`src/rtl/bgpio_defs.vh`:
```
// register map, field positions and reset values of the two-bank pin port
// assumes: included by bare name from the rtl files of this block
`ifndef BGPIO_DEFS_VH
`define BGPIO_DEFS_VH

// byte offsets on the register bus
`define BGPIO_OFS_FIRST_BANK 8'h00
`define BGPIO_OFS_SECOND_BANK 8'h04
`define BGPIO_OFS_WIDTH 8

// field positions inside a bank word: mode 31:24, direction 23:16, special 15:8, data 7:0
`define BGPIO_MODE_LSB 24
`define BGPIO_DIR_LSB 16
`define BGPIO_SF_LSB 8
`define BGPIO_DATA_LSB 0
`define BGPIO_BANK_PINS 8

// pin roles in the second bank
`define BGPIO_LED_OUTPUT_BIT 6
`define BGPIO_BUTTON_INPUT_BIT 5

// reset values: second bank pin 6 output driving high, everything else input
`define BGPIO_FIRST_RST 32'h0000_0000
`define BGPIO_SECOND_DIR_RST 8'h40
`define BGPIO_SECOND_DATA_RST 8'h40

// ahb-lite codes
`define BGPIO_HTRANS_NONSEQ 2'h2
`define BGPIO_HSIZE_WORD 3'h2

`endif

```
`src/rtl/bgpio_sync2.v`:
```
// two-stage synchroniser for a vector of pin levels
// assumes: inputs are asynchronous to i_clk
`timescale 1ns/1ps
`default_nettype none

module bgpio_sync2 #(
    parameter WIDTH = 16
) (
    // clock and reset
    input wire i_clk,
    input wire i_sys_rst,
    // levels
    input wire [WIDTH-1:0] i_async,
    output wire [WIDTH-1:0] o_sync
);

    reg [WIDTH-1:0] meta_r;
    reg [WIDTH-1:0] sync_r;

    // first stage is read only by the second
    always @(posedge i_clk or posedge i_sys_rst) begin
        if (i_sys_rst) begin
            meta_r <= {WIDTH{1'b1}};
            sync_r <= {WIDTH{1'b1}};
        end else begin
            meta_r <= i_async;
            sync_r <= meta_r;
        end
    end

    assign o_sync = sync_r;

endmodule

`default_nettype wire

```
`src/rtl/bgpio_top.v`:
```
// two-bank, sixteen pin general-purpose port with an ahb-lite register slave
// assumes: one 125 MHz clock, pins are external and asynchronous
//
// Function
// sixteen pins, two registers, eight each
// mode, direction, data; special only second bank
// all zero input; direction one output; the code drives the pin only when direction is one with mode and special clear
// read gives pin level; write sets output
// software does read-modify-write of words
// software leaves reserved pins untouched
// second bank pin 6 drives LED high
// second bank pin 5 reads button, low pressed
// pin levels pass two flip-flops first
`timescale 1ns/1ps
`default_nettype none
`include "bgpio_defs.vh"

module bgpio_top #(
    parameter PINS = 16
) (
    // clock and reset
    input wire i_clk,
    input wire i_sys_rst,
    // ahb-lite slave
    input wire i_hsel,
    input wire [31:0] i_haddr,
    input wire [1:0] i_htrans,
    input wire i_hwrite,
    input wire [2:0] i_hsize,
    input wire [31:0] i_hwdata,
    input wire i_hready,
    output reg [31:0] o_hrdata,
    output reg o_hreadyout,
    output reg o_hresp,
    // pins: input, output, output enable
    input wire [PINS-1:0] i_pin,
    output reg [PINS-1:0] o_pin,
    output reg [PINS-1:0] o_pin_oe
);

    localparam N = `BGPIO_BANK_PINS;

    // ------------------------------------------------------------
    // reset words
    // ------------------------------------------------------------
    // kept as parameters so fields slice like a register word
    localparam [31:0] FIRST_RST_W = `BGPIO_FIRST_RST;
    localparam [N-1:0] SECOND_DIR_RST = `BGPIO_SECOND_DIR_RST;
    localparam [N-1:0] SECOND_DATA_RST = `BGPIO_SECOND_DATA_RST;
    // led pin leaves reset already driven high, so it never flickers off
    localparam [PINS-1:0] PIN_RST = {SECOND_DATA_RST, {N{1'b0}}};
    localparam [PINS-1:0] OE_RST = {SECOND_DIR_RST, {N{1'b0}}};

    // ------------------------------------------------------------
    // bank configuration
    // ------------------------------------------------------------
    reg [N-1:0] a_mode_r;
    reg [N-1:0] a_dir_r;
    reg [N-1:0] a_data_r;
    reg [N-1:0] c_mode_r;
    reg [N-1:0] c_dir_r;
    reg [N-1:0] c_sf_r;
    reg [N-1:0] c_data_r;
    wire [PINS-1:0] pin_sync;

    // ------------------------------------------------------------
    // input synchronisation
    // ------------------------------------------------------------
    bgpio_sync2 #(.WIDTH(PINS)) u_sync (
        .i_clk(i_clk),
        .i_sys_rst(i_sys_rst),
        .i_async(i_pin),
        .o_sync(pin_sync)
    );

    // pin drives only in plain output mode
    function out_mode;
        input mode;
        input dir;
        input sf;
        begin
            out_mode = ~mode & dir & ~sf;
        end
    endfunction

    // ------------------------------------------------------------
    // register words as read
    // ------------------------------------------------------------
    // data field is the synchronised pin level, output or not
    reg [31:0] word_a;
    reg [31:0] word_c;
    always @* begin
        word_a = 32'h0000_0000;
        word_a[`BGPIO_MODE_LSB +: N] = a_mode_r;
        word_a[`BGPIO_DIR_LSB +: N] = a_dir_r;
        word_a[`BGPIO_DATA_LSB +: N] = pin_sync[N-1:0];
        word_c = 32'h0000_0000;
        word_c[`BGPIO_MODE_LSB +: N] = c_mode_r;
        word_c[`BGPIO_DIR_LSB +: N] = c_dir_r;
        word_c[`BGPIO_SF_LSB +: N] = c_sf_r;
        word_c[`BGPIO_DATA_LSB +: N] = pin_sync[PINS-1:N];
    end

    // unmapped offsets read as zero and take no write
    function [31:0] sel_word;
        input [`BGPIO_OFS_WIDTH-1:0] ofs;
        input [31:0] wa;
        input [31:0] wc;
        begin
            case (ofs)
                `BGPIO_OFS_FIRST_BANK: sel_word = wa;
                `BGPIO_OFS_SECOND_BANK: sel_word = wc;
                default: sel_word = 32'h0000_0000;
            endcase
        end
    endfunction

    // ------------------------------------------------------------
    // bus address phase capture
    // ------------------------------------------------------------
    reg dp_act_r, dp_wr_r;
    reg [`BGPIO_OFS_WIDTH-1:0] dp_addr_r;
    wire ap_go = i_hsel & i_hready & (i_htrans == `BGPIO_HTRANS_NONSEQ);

    always @(posedge i_clk or posedge i_sys_rst) begin
        if (i_sys_rst) begin
            dp_act_r <= 1'b0;
            dp_wr_r <= 1'b0;
            dp_addr_r <= {`BGPIO_OFS_WIDTH{1'b0}};
        end else begin
            dp_act_r <= ap_go;
            dp_wr_r <= ap_go & i_hwrite;
            if (ap_go) begin
                dp_addr_r <= i_haddr[`BGPIO_OFS_WIDTH-1:0];
            end
        end
    end

    wire wr_a = dp_act_r & dp_wr_r & (dp_addr_r == `BGPIO_OFS_FIRST_BANK);
    wire wr_c = dp_act_r & dp_wr_r & (dp_addr_r == `BGPIO_OFS_SECOND_BANK);

    // ------------------------------------------------------------
    // register writes
    // ------------------------------------------------------------
    // whole word written; software merges other pins itself
    always @(posedge i_clk or posedge i_sys_rst) begin
        if (i_sys_rst) begin
            a_mode_r <= FIRST_RST_W[`BGPIO_MODE_LSB +: N];
            a_dir_r <= FIRST_RST_W[`BGPIO_DIR_LSB +: N];
            a_data_r <= FIRST_RST_W[`BGPIO_DATA_LSB +: N];
            c_mode_r <= {N{1'b0}};
            c_dir_r <= SECOND_DIR_RST;
            c_sf_r <= {N{1'b0}};
            c_data_r <= SECOND_DATA_RST;
        end else begin
            if (wr_a) begin
                a_mode_r <= i_hwdata[`BGPIO_MODE_LSB +: N];
                a_dir_r <= i_hwdata[`BGPIO_DIR_LSB +: N];
                a_data_r <= i_hwdata[`BGPIO_DATA_LSB +: N];
            end
            if (wr_c) begin
                c_mode_r <= i_hwdata[`BGPIO_MODE_LSB +: N];
                c_dir_r <= i_hwdata[`BGPIO_DIR_LSB +: N];
                c_sf_r <= i_hwdata[`BGPIO_SF_LSB +: N];
                c_data_r <= i_hwdata[`BGPIO_DATA_LSB +: N];
            end
        end
    end

    // ------------------------------------------------------------
    // pin drive
    // ------------------------------------------------------------
    wire [PINS-1:0] oe_nxt;
    wire [PINS-1:0] pin_nxt;
    genvar g;
    generate
        for (g = 0; g < N; g = g + 1) begin : g_pin
            // first bank has no special bit, so it counts as clear
            assign oe_nxt[g] = out_mode(a_mode_r[g], a_dir_r[g], 1'b0);
            assign oe_nxt[g+N] = out_mode(c_mode_r[g], c_dir_r[g], c_sf_r[g]);
            assign pin_nxt[g] = a_data_r[g];
            assign pin_nxt[g+N] = c_data_r[g];
        end
    endgenerate

    always @(posedge i_clk or posedge i_sys_rst) begin
        if (i_sys_rst) begin
            o_pin <= PIN_RST;
            o_pin_oe <= OE_RST;
        end else begin
            o_pin <= pin_nxt;
            o_pin_oe <= oe_nxt;
        end
    end

    // ------------------------------------------------------------
    // read data
    // ------------------------------------------------------------
    // loaded at the address phase edge, so it stands through the data phase;
    // refreshed at the data phase edge while no new read is taken
    always @(posedge i_clk or posedge i_sys_rst) begin
        if (i_sys_rst) begin
            o_hrdata <= 32'h0000_0000;
        end else if (ap_go & ~i_hwrite) begin
            o_hrdata <= sel_word(i_haddr[`BGPIO_OFS_WIDTH-1:0], word_a, word_c);
        end else if (dp_act_r & ~dp_wr_r) begin
            o_hrdata <= sel_word(dp_addr_r, word_a, word_c);
        end
    end

    // ------------------------------------------------------------
    // bus response
    // ------------------------------------------------------------
    // one data phase per access, never a wait state or an error
    always @(posedge i_clk or posedge i_sys_rst) begin
        if (i_sys_rst) begin
            o_hreadyout <= 1'b1;
            o_hresp <= 1'b0;
        end else begin
            o_hreadyout <= 1'b1;
            o_hresp <= 1'b0;
        end
    end

endmodule

`default_nettype wire

```
`config.mk`:
```
export PLATFORM = sky130hd
export DESIGN_NAME = bgpio_top
export DESIGN_NICKNAME = d
export VERILOG_FILES = /design/src/rtl/bgpio_sync2.v /design/src/rtl/bgpio_top.v
export VERILOG_INCLUDE_DIRS = /design/src /design/src/rtl
export SDC_FILE = /design/constraint.sdc
export NUM_CORES = 1
export LEC_CHECK = 0
export BUFFER_PORTS_ARGS = -buffer_cell sky130_fd_sc_hd__clkbuf_2
export CORE_MARGIN = 2
export CORE_UTILIZATION = 55
export CTS_BUF_LIST = sky130_fd_sc_hd__clkbuf_16
export DETAILED_ROUTE_END_ITERATION = 6
export GPL_TIMING_DRIVEN = 0
export PLACE_DENSITY = 0.83
export REMOVE_ABC_BUFFERS = 1
export SLEW_MARGIN = 15
export SYNTH_ARGS = -nofsm -noshare
export SYNTH_HDL_FRONTEND = slang
export SYNTH_SLANG_ARGS = --single-unit
```
`constraint.sdc`:
```
create_clock -name i_clk -period 16.1 [get_ports i_clk]
set_input_delay 2.415 -clock i_clk [delete_from_list [all_inputs] [get_ports i_clk]]
set_output_delay 2.415 -clock i_clk [all_outputs]
set_load 0.01 [all_outputs]
```
Word level (Yosys, flattened, before mapping)
Cells that the tools add are included.
{"block": "word_totals", "word_cells": 83, "output_inout_bits": 66, "in_bits": 90, "register_bits": 162}
{"block": "op_classes", "eq_ne": 3, "muxes": 4, "reduce_logical": 3, "bitwise": 58}
{"operator": "$pmux 32 s2", "count": 2}
{"operator": "$mux 32", "count": 2}
{"operator": "$and 1x1->1", "count": 32}
{"operator": "$not 1->1", "count": 26}
{"operator": "$eq 8x3->1 const B", "count": 2}
{"operator": "$logic_not 8->1", "count": 2}
{"operator": "$eq 2x2->1 const B", "count": 1}
{"operator": "$reduce_bool 2->1", "count": 1}

Depth between registers and ports, before layout
Gate-level depths: netlist (run 1).
{"block": "depth", "word_depth": 4, "ltp_mapped": 7, "depth_no_buf": 5}

By module
Synthesis (run 1) repeated with hierarchy kept, for this count alone.
{"block": "hier_totals", "hier_cells": 340, "hier_area_um2": 5826.8}
{"module": "bgpio_top", "area_per_inst_um2": 4982.3, "n_inst": 1, "seq_area_each_um2": 3258.1, "cells_each": 307}
{"module": "bgpio_sync2", "area_per_inst_um2": 844.6, "n_inst": 1, "seq_area_each_um2": 840.8, "cells_each": 33}

Worst setup path after synthesis (run 1)
Ideal clock, no wire load.
{"block": "synth_path", "kind": "input to register", "startpoint": "input port i_htrans[0]", "endpoint": "register o_hrdata[16]", "n_path_buf": 2, "required_ns": 15.974, "path_slack_ns": 12.461, "setup_ns": 0.126, "stages": 6, "arrival_ns": 3.513, "path_cell_list": "nand4b_4 -> buf_2 -> o2111ai_1 -> o21ai_2 -> buf_2 -> a221o_1"}
{"block": "synth_via", "elab_chain_cells": 4, "elab_cells_between_ends": 5, "classes_between": "eq/ne: 1; mux: 1; bitwise: 2; reduce/logical: 1"}
{"element": "start: declaration", "line_no": "bgpio_top.v:27", "rtl": "input wire [1:0] i_htrans,"}
{"element": "$eq 2x2->1 (no line) *"}
{"element": "$and 1x1->1 *", "line_no": "bgpio_top.v:123", "rtl": "wire ap_go = i_hsel & i_hready & (i_htrans == `BGPIO_HTRANS_NONSEQ);"}
{"element": "$and 1x1->1 *", "line_no": "bgpio_top.v:204", "rtl": "end else if (ap_go & ~i_hwrite) begin"}
{"element": "$mux 32 or $reduce_bool 2->1 (tied branches)"}
{"element": "end signal: assignment", "line_no": "bgpio_top.v:205", "rtl": "o_hrdata <= sel_word(i_haddr[`BGPIO_OFS_WIDTH-1:0], word_a, word_c);"}
{"element": "end signal: assignment", "line_no": "bgpio_top.v:207", "rtl": "o_hrdata <= sel_word(dp_addr_r, word_a, word_c);"}
{"element": "end: declaration", "line_no": "bgpio_top.v:32", "rtl": "output reg [31:0] o_hrdata,"}
Every way passes the cells marked *; elsewhere a longest branch is shown, timed or not.
A chain may end at the register's enable or synchronous reset.

Worst setup path in the final report (run 1)
{"block": "layout_path", "startpoint": "input port i_htrans[0]", "endpoint": "register o_hrdata[17]"}
The elaborated chain is that of the path after synthesis.

==> flow_summary.toml, run 1 <==
[yosys]
synth_top_area_share_pct = 54.9
yosys_register_bits = 162
ys_seq_area_share_pct = 71.4
synth_common_cells = "126 x dfrtp_1, 54 x mux2_2, 36 x dfstp_2"
synthArstFlopShare_pct = 100
synth_area_mm2 = 0.00574
syn_inst = 355
synth_top_area_cell = "dfrtp_1"
synth_flop_cell = "dfrtp_1"
yosys.cell_types.count = 30
synth_edf_count = 0
synth_most_common_cell = "dfrtp_1"
synth_area_leaders = "dfrtp_1 55%, dfstp_2 16%, mux2_2 11%"
synth.yosys.warnings = 0
synth.avg_cell_area_um2 = 16.2

[clock_network]
cts_max_level = 4
hold_buffers = 0
ctsResizeCount = 0
root_buffer = "clkbuf_16"
cts_tree = "yes"
cts_buffers = 17
worst_skew_pair.late_latency_ns = 0.41
path_clk_slew_ns = 0.06
post_cts_buffers = 0
cts_sinks = 162
cts.path.max_buffers = 2

[place]
io_buffers = 126
place_ws_ns = 11.45
dp_hpwl_mm = 6.96
gp_congestion = 0.740

[timing]
clock_skew_ns = 0.00611
fin_hold_ws_ns = 0.353
max_slew_margin_pct = 31.4
slew_violations = 0
worst_pin_slew_ns = 1.03
fmax_mhz = 235
fin_crit_sh_pct = 26.4
final-setup-viol-count = 0
setup_tns_ns = 0
finalHoldViolations = 0
rsz0062_at_grt = "false"
finalCriticalPeriod_ns = 4.25
setup_ws_ns = 11.85

[route]
detail_route.wl_per_cell_um = 17.4
remaining_drc_errors = 0
via_per_inst = 5.27
drt-initial-drc-count = 186
finalWirelength_mm = 11.0
ant_nets = 0
via_count = 3344
drt-pass1-iter-count = 4

[die]
rows = 37
start_util_pct = 56.1
die_w_um = 106
core_mm2 = 0.0102
die_area_mm2 = 0.0113
die_h_um = 106
pin_count = 156

[min_path]
min_path_type = "flip-flop to flip-flop"

[power]
ir_drop_v = 0.0000871
total_power_w = 0.000871
p_leak_nw = 3.40
power.density_mw_per_mm2 = 124

[worst_setup_path]
max_stage_delay_ns = 0.87
startpoint_type = "primary input"
cp_data_required_time_ns = 16.45
path_cells = "clkbuf_2, nand4b_4, inv_1, nand4_1, a21oi_4, a221o_1"
critical_path.top_delay_family = "compound AO/OA/AOI/OAI gates"
path_buf_inv = 2
cp_slowest_cell = "a21oi_4"
crit_arrival_ns = 4.60
setup.worst_path.end_class = "flip-flop"
critPathMaxFanout = 32
crit_type = "primary input to flip-flop"

[grt]
grt_pass1_vias = 3557
overflow = 0
grt_max_degree = 102
antenna_found_initial = 0
grt_pass1_wl_mm = 18.0
grtUsageTotal_pct = 21.5

[flow_run]
max-cap-violations = 0

[finish]
drive_gt1_share_pct = 50.4
nets = 575
area_growth_syn_to_layout_pct = 22.1
diodes = 0

[outcome]
status = "finished clean"
## final timing paths
| check | start | to | slack (ns) | cells past startpoint |
|---|---|---|---|---|
| hold / removal | u_sync.meta_r[9] | u_sync.o_sync[9] | 0.35 | 0 |
| setup / recovery | i_htrans[0] | o_hrdata[17] | 11.85 | 6 |
| max in group asynchronous | i_sys_rst | u_sync.meta_r[10] | 13.27 | 3 |
| setup reg to reg | dp_addr_r[4] | o_hrdata[17] | 13.73 | 4 |
| min in group asynchronous | i_sys_rst | o_pin_oe[3] | 2.01 | 2 |
| hold reg to reg | u_sync.meta_r[9] | u_sync.o_sync[9] | 0.35 | 0 |
## cells by family after synthesis
kind of cell | count (synthesis) | share of synthesized area, %
AOI/OAI and AO/OA | 37 | 6.45
muxes | 56 | 11.0
buffers and inverters | 20 | 2.61
DFF | 162 | 71.4
other | 2 | 0.131
and+or+nand+nor | 78 | 8.43
## routing by layer
metal	share of wire, %	wire length, um	GRT usage [%]
met5	0	0	0
met1	41	4500	26.4
met2	52	5770	34.7
met3	5.4	599	7.30
met4	1.4	157	9.30
## registers in the layout (all words and copies together), names as in the netlist
| signal | cells |
|---|---|
| dp_addr_r | 8 |
| c_sf_r | 8 |
| a_data_r | 8 |
| c_data_r | 8 |
| u_sync.o_sync | 16 |
| o_hrdata | 32 |
| dp_act_r | 1 |
| u_sync.meta_r | 16 |
| o_pin | 16 |
| a_dir_r | 8 |
| c_dir_r | 8 |
| o_pin_oe | 16 |
| dp_wr_r | 1 |
| a_mode_r | 8 |
| c_mode_r | 8 |
## layout make-up
type,count,area (um^2)
Sequential cell,162,4100
Fill cell,707,3220
Multi-Input combinational cell,173,1510
Timing Repair Buffer,128,686
Clock buffer,19,475
Tap cell,136,170
Clock inverter,13,52.6
Inverter,3,18.8
## cells in the final DEF, fill, tap and decap left out, types with 3 or more instances in the layout
cell       Yosys  layout
a221o_1       22      22
a22o_1         8       8
and2_1        25      25
clkbuf_16      0      19
clkbuf_2       0     126
clkinv_1       0       4
clkinv_2       0       3
dfrtp_1      126     126
dfstp_2       36      36
inv_1          3       8
mux2_2        54      54
nand2_1       24      24
nor2b_1       10      10
nor3b_1        8       8
## stage by stage
step,cell area [um^2],utilization [%],std cells
final,7010,68.5,634
after global routing,7010,68.5,634
after CTS,7010,68.5,634
after detailed placement,6480,63.3,602
after global placement,6400,62.6,600
after floorplan,5600,-,338
## where the power goes
part           internal [W]  leakage [nW]  total [W]  switching, W
clock network      0.000209         0.284   0.000355      0.000146
logic             0.0000302          1.17  0.0000641     0.0000339
registers          0.000437          1.95   0.000452     0.0000154
total              0.000676          3.40   0.000871      0.000195
Power figures use the tool's default switching activity.
==> run 2: changes to the inputs <==
--- a/config.mk
+++ b/config.mk
@@ -8,11 +8,11 @@
 export LEC_CHECK = 0
 export BUFFER_PORTS_ARGS = -buffer_cell sky130_fd_sc_hd__clkbuf_2
 export CORE_MARGIN = 2
-export CORE_UTILIZATION = 55
+export CORE_UTILIZATION = 47
 export CTS_BUF_LIST = sky130_fd_sc_hd__clkbuf_16
 export DETAILED_ROUTE_END_ITERATION = 6
 export GPL_TIMING_DRIVEN = 0
-export PLACE_DENSITY = 0.83
+export PLACE_DENSITY = 0.76
 export REMOVE_ABC_BUFFERS = 1
 export SLEW_MARGIN = 15
 export SYNTH_ARGS = -nofsm -noshare
==> constraint.sdc (replaced) <==
create_clock -name i_clk -period 3.9 [get_ports i_clk]
set_input_delay 0.585 -clock i_clk [delete_from_list [all_inputs] [get_ports i_clk]]
set_output_delay 0.585 -clock i_clk [all_outputs]
set_load 0.01 [all_outputs]
==> run 2 against run 1 <==
Compared with the run above:
- register-to-register slack got worse by 12 ns
- critical endpoint is now o_hrdata[26]
- largest cell class unchanged
- die area grew 16%
- total power increased to 4.4 times the previous value
==> flow_summary.toml, run 2 (synthesis results as in run 1) <==
[outcome]
status = "finished clean"

[route]
finalWirelength_mm = 11.0
detail_route.wl_per_cell_um = 17.0
remaining_drc_errors = 0
drt-pass1-iter-count = 4
via_count = 3345
ant_nets = 0
drt-initial-drc-count = 198
via_per_inst = 5.19

[timing]
clock_skew_ns = 0.00799
fin_crit_sh_pct = 62.6
fmax_mhz = 410
slew_violations = 0
finalHoldViolations = 0
rsz0062_at_grt = "false"
finalCriticalPeriod_ns = 2.44
final-setup-viol-count = 0
worst_pin_slew_ns = 0.995
max_slew_margin_pct = 33.5

[finish]
drive_gt1_share_pct = 51.6
largest_reg_flops = 32
finish.utilization_pct = 59.4
top_register = "o_hrdata"
area_growth_syn_to_layout_pct = 23.7
final_cell_mix = "126 x dfrtp_1, 126 x clkbuf_2, 54 x mux2_2, 36 x dfstp_2, 25 x and2_1"
design_area_mm2 = 0.00710
nets = 575
diodes = 0
fillCellCount = 934

[die]
die_area_mm2 = 0.0131
core_mm2 = 0.0120
pin_count = 156
die_w_um = 115
die_h_um = 115
start_util_pct = 48.0
rows = 40

[grt]
overflow = 0
grt_max_degree = 83
grt_pass1_wl_mm = 17.4
grt_pass1_vias = 3502
grtUsageTotal_pct = 17.6
antenna_found_initial = 0

[clock_network]
ctsResizeCount = 0
cts.path.max_buffers = 2
cts_sinks = 162
post_cts_buffers = 0
cts_tree = "yes"
cts_max_level = 4
worst_skew_pair.late_latency_ns = 0.42
root_buffer = "clkbuf_16"
path_clk_slew_ns = 0.06
cts_buffers = 17
hold_buffers = 0

[place]
dp_hpwl_mm = 7.15
gp_congestion = 0.690
io_buffers = 126
dpl_cell_area_mm2 = 0.00648

[min_path]
min_path_type = "primary input to asynchronous set/reset pin"

[worst_setup_path]
cp_data_required_time_ns = 4.24
startpoint_type = "primary input"
path_common_cell = "a21oi_4"
crit_type = "primary input to flip-flop"
max_stage_delay_ns = 0.76
crit_arrival_ns = 2.79
cp_slowest_cell = "a21oi_4"
path_cells = "clkbuf_2, nand4b_4, inv_1, a21oi_4, buf_8, a21oi_4, a221o_1"
setup.worst_path.end_class = "flip-flop"
critPathMaxFanout = 32

[power]
power.density_mw_per_mm2 = 536
total_power_w = 0.00381
ir_drop_v = 0.000401
p_leak_nw = 3.43

[flow_run]
max-cap-violations = 0
## run 2: cell types whose count changed in the layout (fill, tap and decap cells not counted)
cell       previous run  this run
buf_16                2         1
buf_8                 0         1
bufinv_16             0         1
clkbuf_16            19        21
clkinv_1              4         2
clkinv_2              3         0
clkinv_4              0         2
inv_1                 8         4
inv_4                 0         2
inv_6                 0         2
## run 2: final cells by class
type	count	area (um^2)	share of cell area (%)
Tap cell	147	184	2.59
Clock inverter	11	92.6	1.30
Inverter	3	18.8	0.264
Sequential cell	162	4100	57.7
Timing Repair Buffer	128	673	9.48
Clock buffer	21	526	7.40
Multi-Input combinational cell	173	1510	21.2
## run 2: worst max-delay path, delay by kind of cell
family          cells  cell delay, ns
compound gates      3            1.27
buf+inv             3            0.66
simple gates        1            0.26
## run 2: path summary, 6_finish.rpt
check,start,endpoint,slack (ns),cells past startpoint
setup / recovery,i_htrans[0],o_hrdata[26],1.46,7
max in group asynchronous,i_sys_rst,u_sync.o_sync[4],2.88,3
min in group i_clk,i_pin[3],u_sync.meta_r[3],0.24,1
setup reg to reg,dp_addr_r[4],o_hrdata[26],1.62,4
hold reg to reg,u_sync.meta_r[9],u_sync.o_sync[9],0.36,0
hold / removal,i_sys_rst,o_pin[4],0.22,2
## run 2: report_power, final
part	switching, W	internal (W)	leakage [nW]
Clock	0.000653	0.00103	0.313
Combinational	0.000137	0.000124	1.16
Sequential	0.0000629	0.00180	1.95
Total	0.000853	0.00296	3.43
## run 2: routing by layer
| metal | up-vias | track usage, % | part of all wire (%) |
|---|---|---|---|
| li1 | 1513 | - | - |
| met1 | 1727 | 21.6 | 43 |
| met2 | 90 | 28.6 | 51 |
| met3 | 15 | 6.09 | 4.6 |
| met4 | 0 | 7.15 | 1.5 |
| met5 | - | 0 | 0 |
## run 2: per-stage QoR
stage	TNS (ns)	setup WS (ns)	hold WS, ns	instances
floorplan	-126.26	-1.00	0.345	338
global placement	-310.01	-2.26	0.346	611
detailed placement	0	1.04	0.347	613
CTS	0	1.50	0.220	645
global route	0	1.30	0.217	645
finish	0	1.46	0.215	645
==> run 3: changes to the inputs <==
--- a/config.mk
+++ b/config.mk
@@ -8,11 +8,11 @@
 export LEC_CHECK = 0
 export BUFFER_PORTS_ARGS = -buffer_cell sky130_fd_sc_hd__clkbuf_2
 export CORE_MARGIN = 2
-export CORE_UTILIZATION = 47
+export CORE_UTILIZATION = 52
 export CTS_BUF_LIST = sky130_fd_sc_hd__clkbuf_16
 export DETAILED_ROUTE_END_ITERATION = 6
 export GPL_TIMING_DRIVEN = 0
-export PLACE_DENSITY = 0.76
+export PLACE_DENSITY = 0.79
 export REMOVE_ABC_BUFFERS = 1
 export SLEW_MARGIN = 15
 export SYNTH_ARGS = -nofsm -noshare
==> constraint.sdc (replaced) <==
create_clock -name i_clk -period 2.4 [get_ports i_clk]
set_input_delay 0.36 -clock i_clk [delete_from_list [all_inputs] [get_ports i_clk]]
set_output_delay 0.36 -clock i_clk [all_outputs]
set_load 0.01 [all_outputs]
==> run 3 against run 2 <==
Compared with the run above:
- the flow now finishes with violations (hold timing)
- design area is 1.0% higher
- sequential cell count stayed put
- cell count is 0.16% lower
- core utilization is 7.1 points higher
- largest cell class unchanged
- count of clock-buffer cells in the layout is 2 lower
- sequential share of layout area is 0.57 points lower
- critical path type is now flip-flop to flip-flop
- combinational power is 69% higher
- non-clock buffer count is 5 higher
- register-to-register slack worse by 1.5 ns
- total power is 65% higher
- first-iteration DRC count is 4.5% lower
==> flow_summary.toml, run 3 (synthesis results as in run 1) <==
[worst_setup_path]
cp_slowest_cell = "nand4_4"
path_buf_inv = 0
critical_path.top_delay_family = "simple AND/OR/NAND/NOR gates"
crit_arrival_ns = 2.55
cp-endpoint = "c_mode_r[3]"
startpoint_type = "flip-flop"
setup.worst_path.end_class = "flip-flop"
critPathMaxFanout = 32
rr_startpoint = "dp_addr_r[4]"
cp.depth = 3
path_cells = "nor4_4, nand4_4, mux2_1"
rr_endpoint = "c_mode_r[3]"
reg2reg_depth = 3
cp-startpoint = "dp_addr_r[4]"
max_stage_delay_ns = 0.66
rrSetupSlack_ns = 0.14
crit_type = "flip-flop to flip-flop"
cp_data_required_time_ns = 2.69

[timing]
finalHoldViolations = 8
slew_violations = 0
fin_crit_sh_pct = 94.2
final-setup-viol-count = 0
clock_skew_ns = 0.00814
worst_pin_slew_ns = 0.855
max_slew_margin_pct = 42.8
finalCriticalPeriod_ns = 2.26
fmax_mhz = 443
fin_hold_ws_ns = -0.0136

[die]
die_h_um = 109
pin_count = 156
start_util_pct = 53.2
rows = 38
core_mm2 = 0.0108
die_w_um = 109
die_area_mm2 = 0.0119

[finish]
finish.utilization_pct = 66.5
design_area_mm2 = 0.00717
fillCellCount = 755
largest_reg_flops = 32
diodes = 0
top_register = "o_hrdata"
area_growth_syn_to_layout_pct = 24.9
nets = 581
final_cell_mix = "126 x dfrtp_1, 126 x clkbuf_2, 54 x mux2_2, 36 x dfstp_2, 25 x and2_1"
drive_gt1_share_pct = 51.4

[grt]
grt_pass1_vias = 3522
grt_max_degree = 89
overflow = 0
grtUsageTotal_pct = 20.6
antenna_found_initial = 0
grt_pass1_wl_mm = 18.0

[route]
ant_nets = 0
drt-pass1-iter-count = 4
via_count = 3402
finalWirelength_mm = 11.7
drt-initial-drc-count = 189
via_per_inst = 5.28
remaining_drc_errors = 0
detail_route.wl_per_cell_um = 18.2

[clock_network]
cts_max_level = 4
worst_skew_pair.late_latency_ns = 0.42
root_buffer = "clkbuf_16"
post_cts_buffers = 0
cts_sinks = 162
path_clk_slew_ns = 0.06
cts_tree = "yes"
cts.path.max_buffers = 2
cts_buffers = 17

[power]
ir_drop_v = 0.000818
power.density_mw_per_mm2 = 876
p_leak_nw = 3.45

[outcome]
violations = "hold timing"
status = "finished with violations"

[place]
dp_hpwl_mm = 7.07
dpl_cell_area_mm2 = 0.00647
io_buffers = 126
gp_congestion = 0.781

[flow_run]
max-cap-violations = 0

[min_path]
min_path_type = "primary input to asynchronous set/reset pin"
[run 3: cell count changes in the layout (fill, tap and decap cells not counted), sizes merged]
cell / delta
dlygate4sd3: +5
bufinv: +2
inv: -2
clkbuf: -2
a21oi: +1
clkinv: +2
[run 3: area by class of cell]
| class | count | area [um^2] | area share (%) |
|---|---|---|---|
| multi-input cells | 174 | 1530 | 21.4 |
| clock inverters | 13 | 149 | 2.08 |
| inverters | 3 | 18.8 | 0.262 |
| flip-flops and latches | 162 | 4100 | 57.2 |
| well taps | 140 | 175 | 2.44 |
| repair buffers | 133 | 723 | 10.1 |
| clock buffers | 19 | 475 | 6.63 |
[run 3: repair_timing]
| item | in CTS | in global routing |
|---|---|---|
| hold buffers | 3 | 2 |
| endpoints found under the hold margin | 3 | 2 |
| endpoints found under the setup margin | 0 | 47 |
| gates resized for setup | 0 | 2 |
[run 3: worst min-delay path by stage]
| stage | startpoint | to | slack, ns | depth (start not counted) |
|---|---|---|---|---|
| detailed placement | u_sync.meta_r[1] | u_sync.o_sync[1] | 0.35 | 0 |
| finish | i_sys_rst | o_hrdata[13] | -0.01 | 2 |
| global route | i_pin[7] | u_sync.meta_r[7] | 0.00005 | 1 |
| floorplan | u_sync.meta_r[0] | u_sync.o_sync[0] | 0.35 | 0 |
| global placement | u_sync.meta_r[3] | u_sync.o_sync[3] | 0.35 | 0 |
| CTS | i_pin[2] | u_sync.meta_r[2] | 0.001 | 1 |
[run 3: worst register-to-register path, cell delays in order (launching register included)]
cell and delay [ns]:
dfrtp_1 0.41, nor4_4 0.49, nand4_4 0.66, mux2_1 0.57
[run 3: routing by layer]
layer  vias to the layer above  global-route usage [%]  part of all wire, %
met3                        14                    7.71                  5.8
met5                         -                       0                    0
met4                         0                    6.87                  1.1
met1                      1769                    24.4                   41
li1                       1525                       -                    -
met2                        94                    34.6                   52
[run 3: report_power, final]
group | total, W | internal (W) | switching [W]
registers | 0.00303 | 0.00293 | 0.000102
logic | 0.000441 | 0.000207 | 0.000235
clock network | 0.00281 | 0.00175 | 0.00105
total | 0.00628 | 0.00489 | 0.00139
[run 3: metrics by stage]
step / std cells / hold WS, ns / setup slack (ns) / TNS, ns / power, W
6_report: 644 / -0.0136 / 0.140 / 0 / 0.00628
5_1_grt: 644 / 0.0000522 / -0.00633 / -0.00633 / 0.00653
4_1_cts: 641 / 0.000954 / 0.0972 / 0 / 0.00633
3_5_place_dp: 606 / 0.347 / -0.112 / -2.82 / 0.00351
3_3_place_gp: 604 / 0.346 / -3.61 / -548.88 / 0.00347
2_1_floorplan: 338 / 0.345 / -2.28 / -326.07 / 0.00329
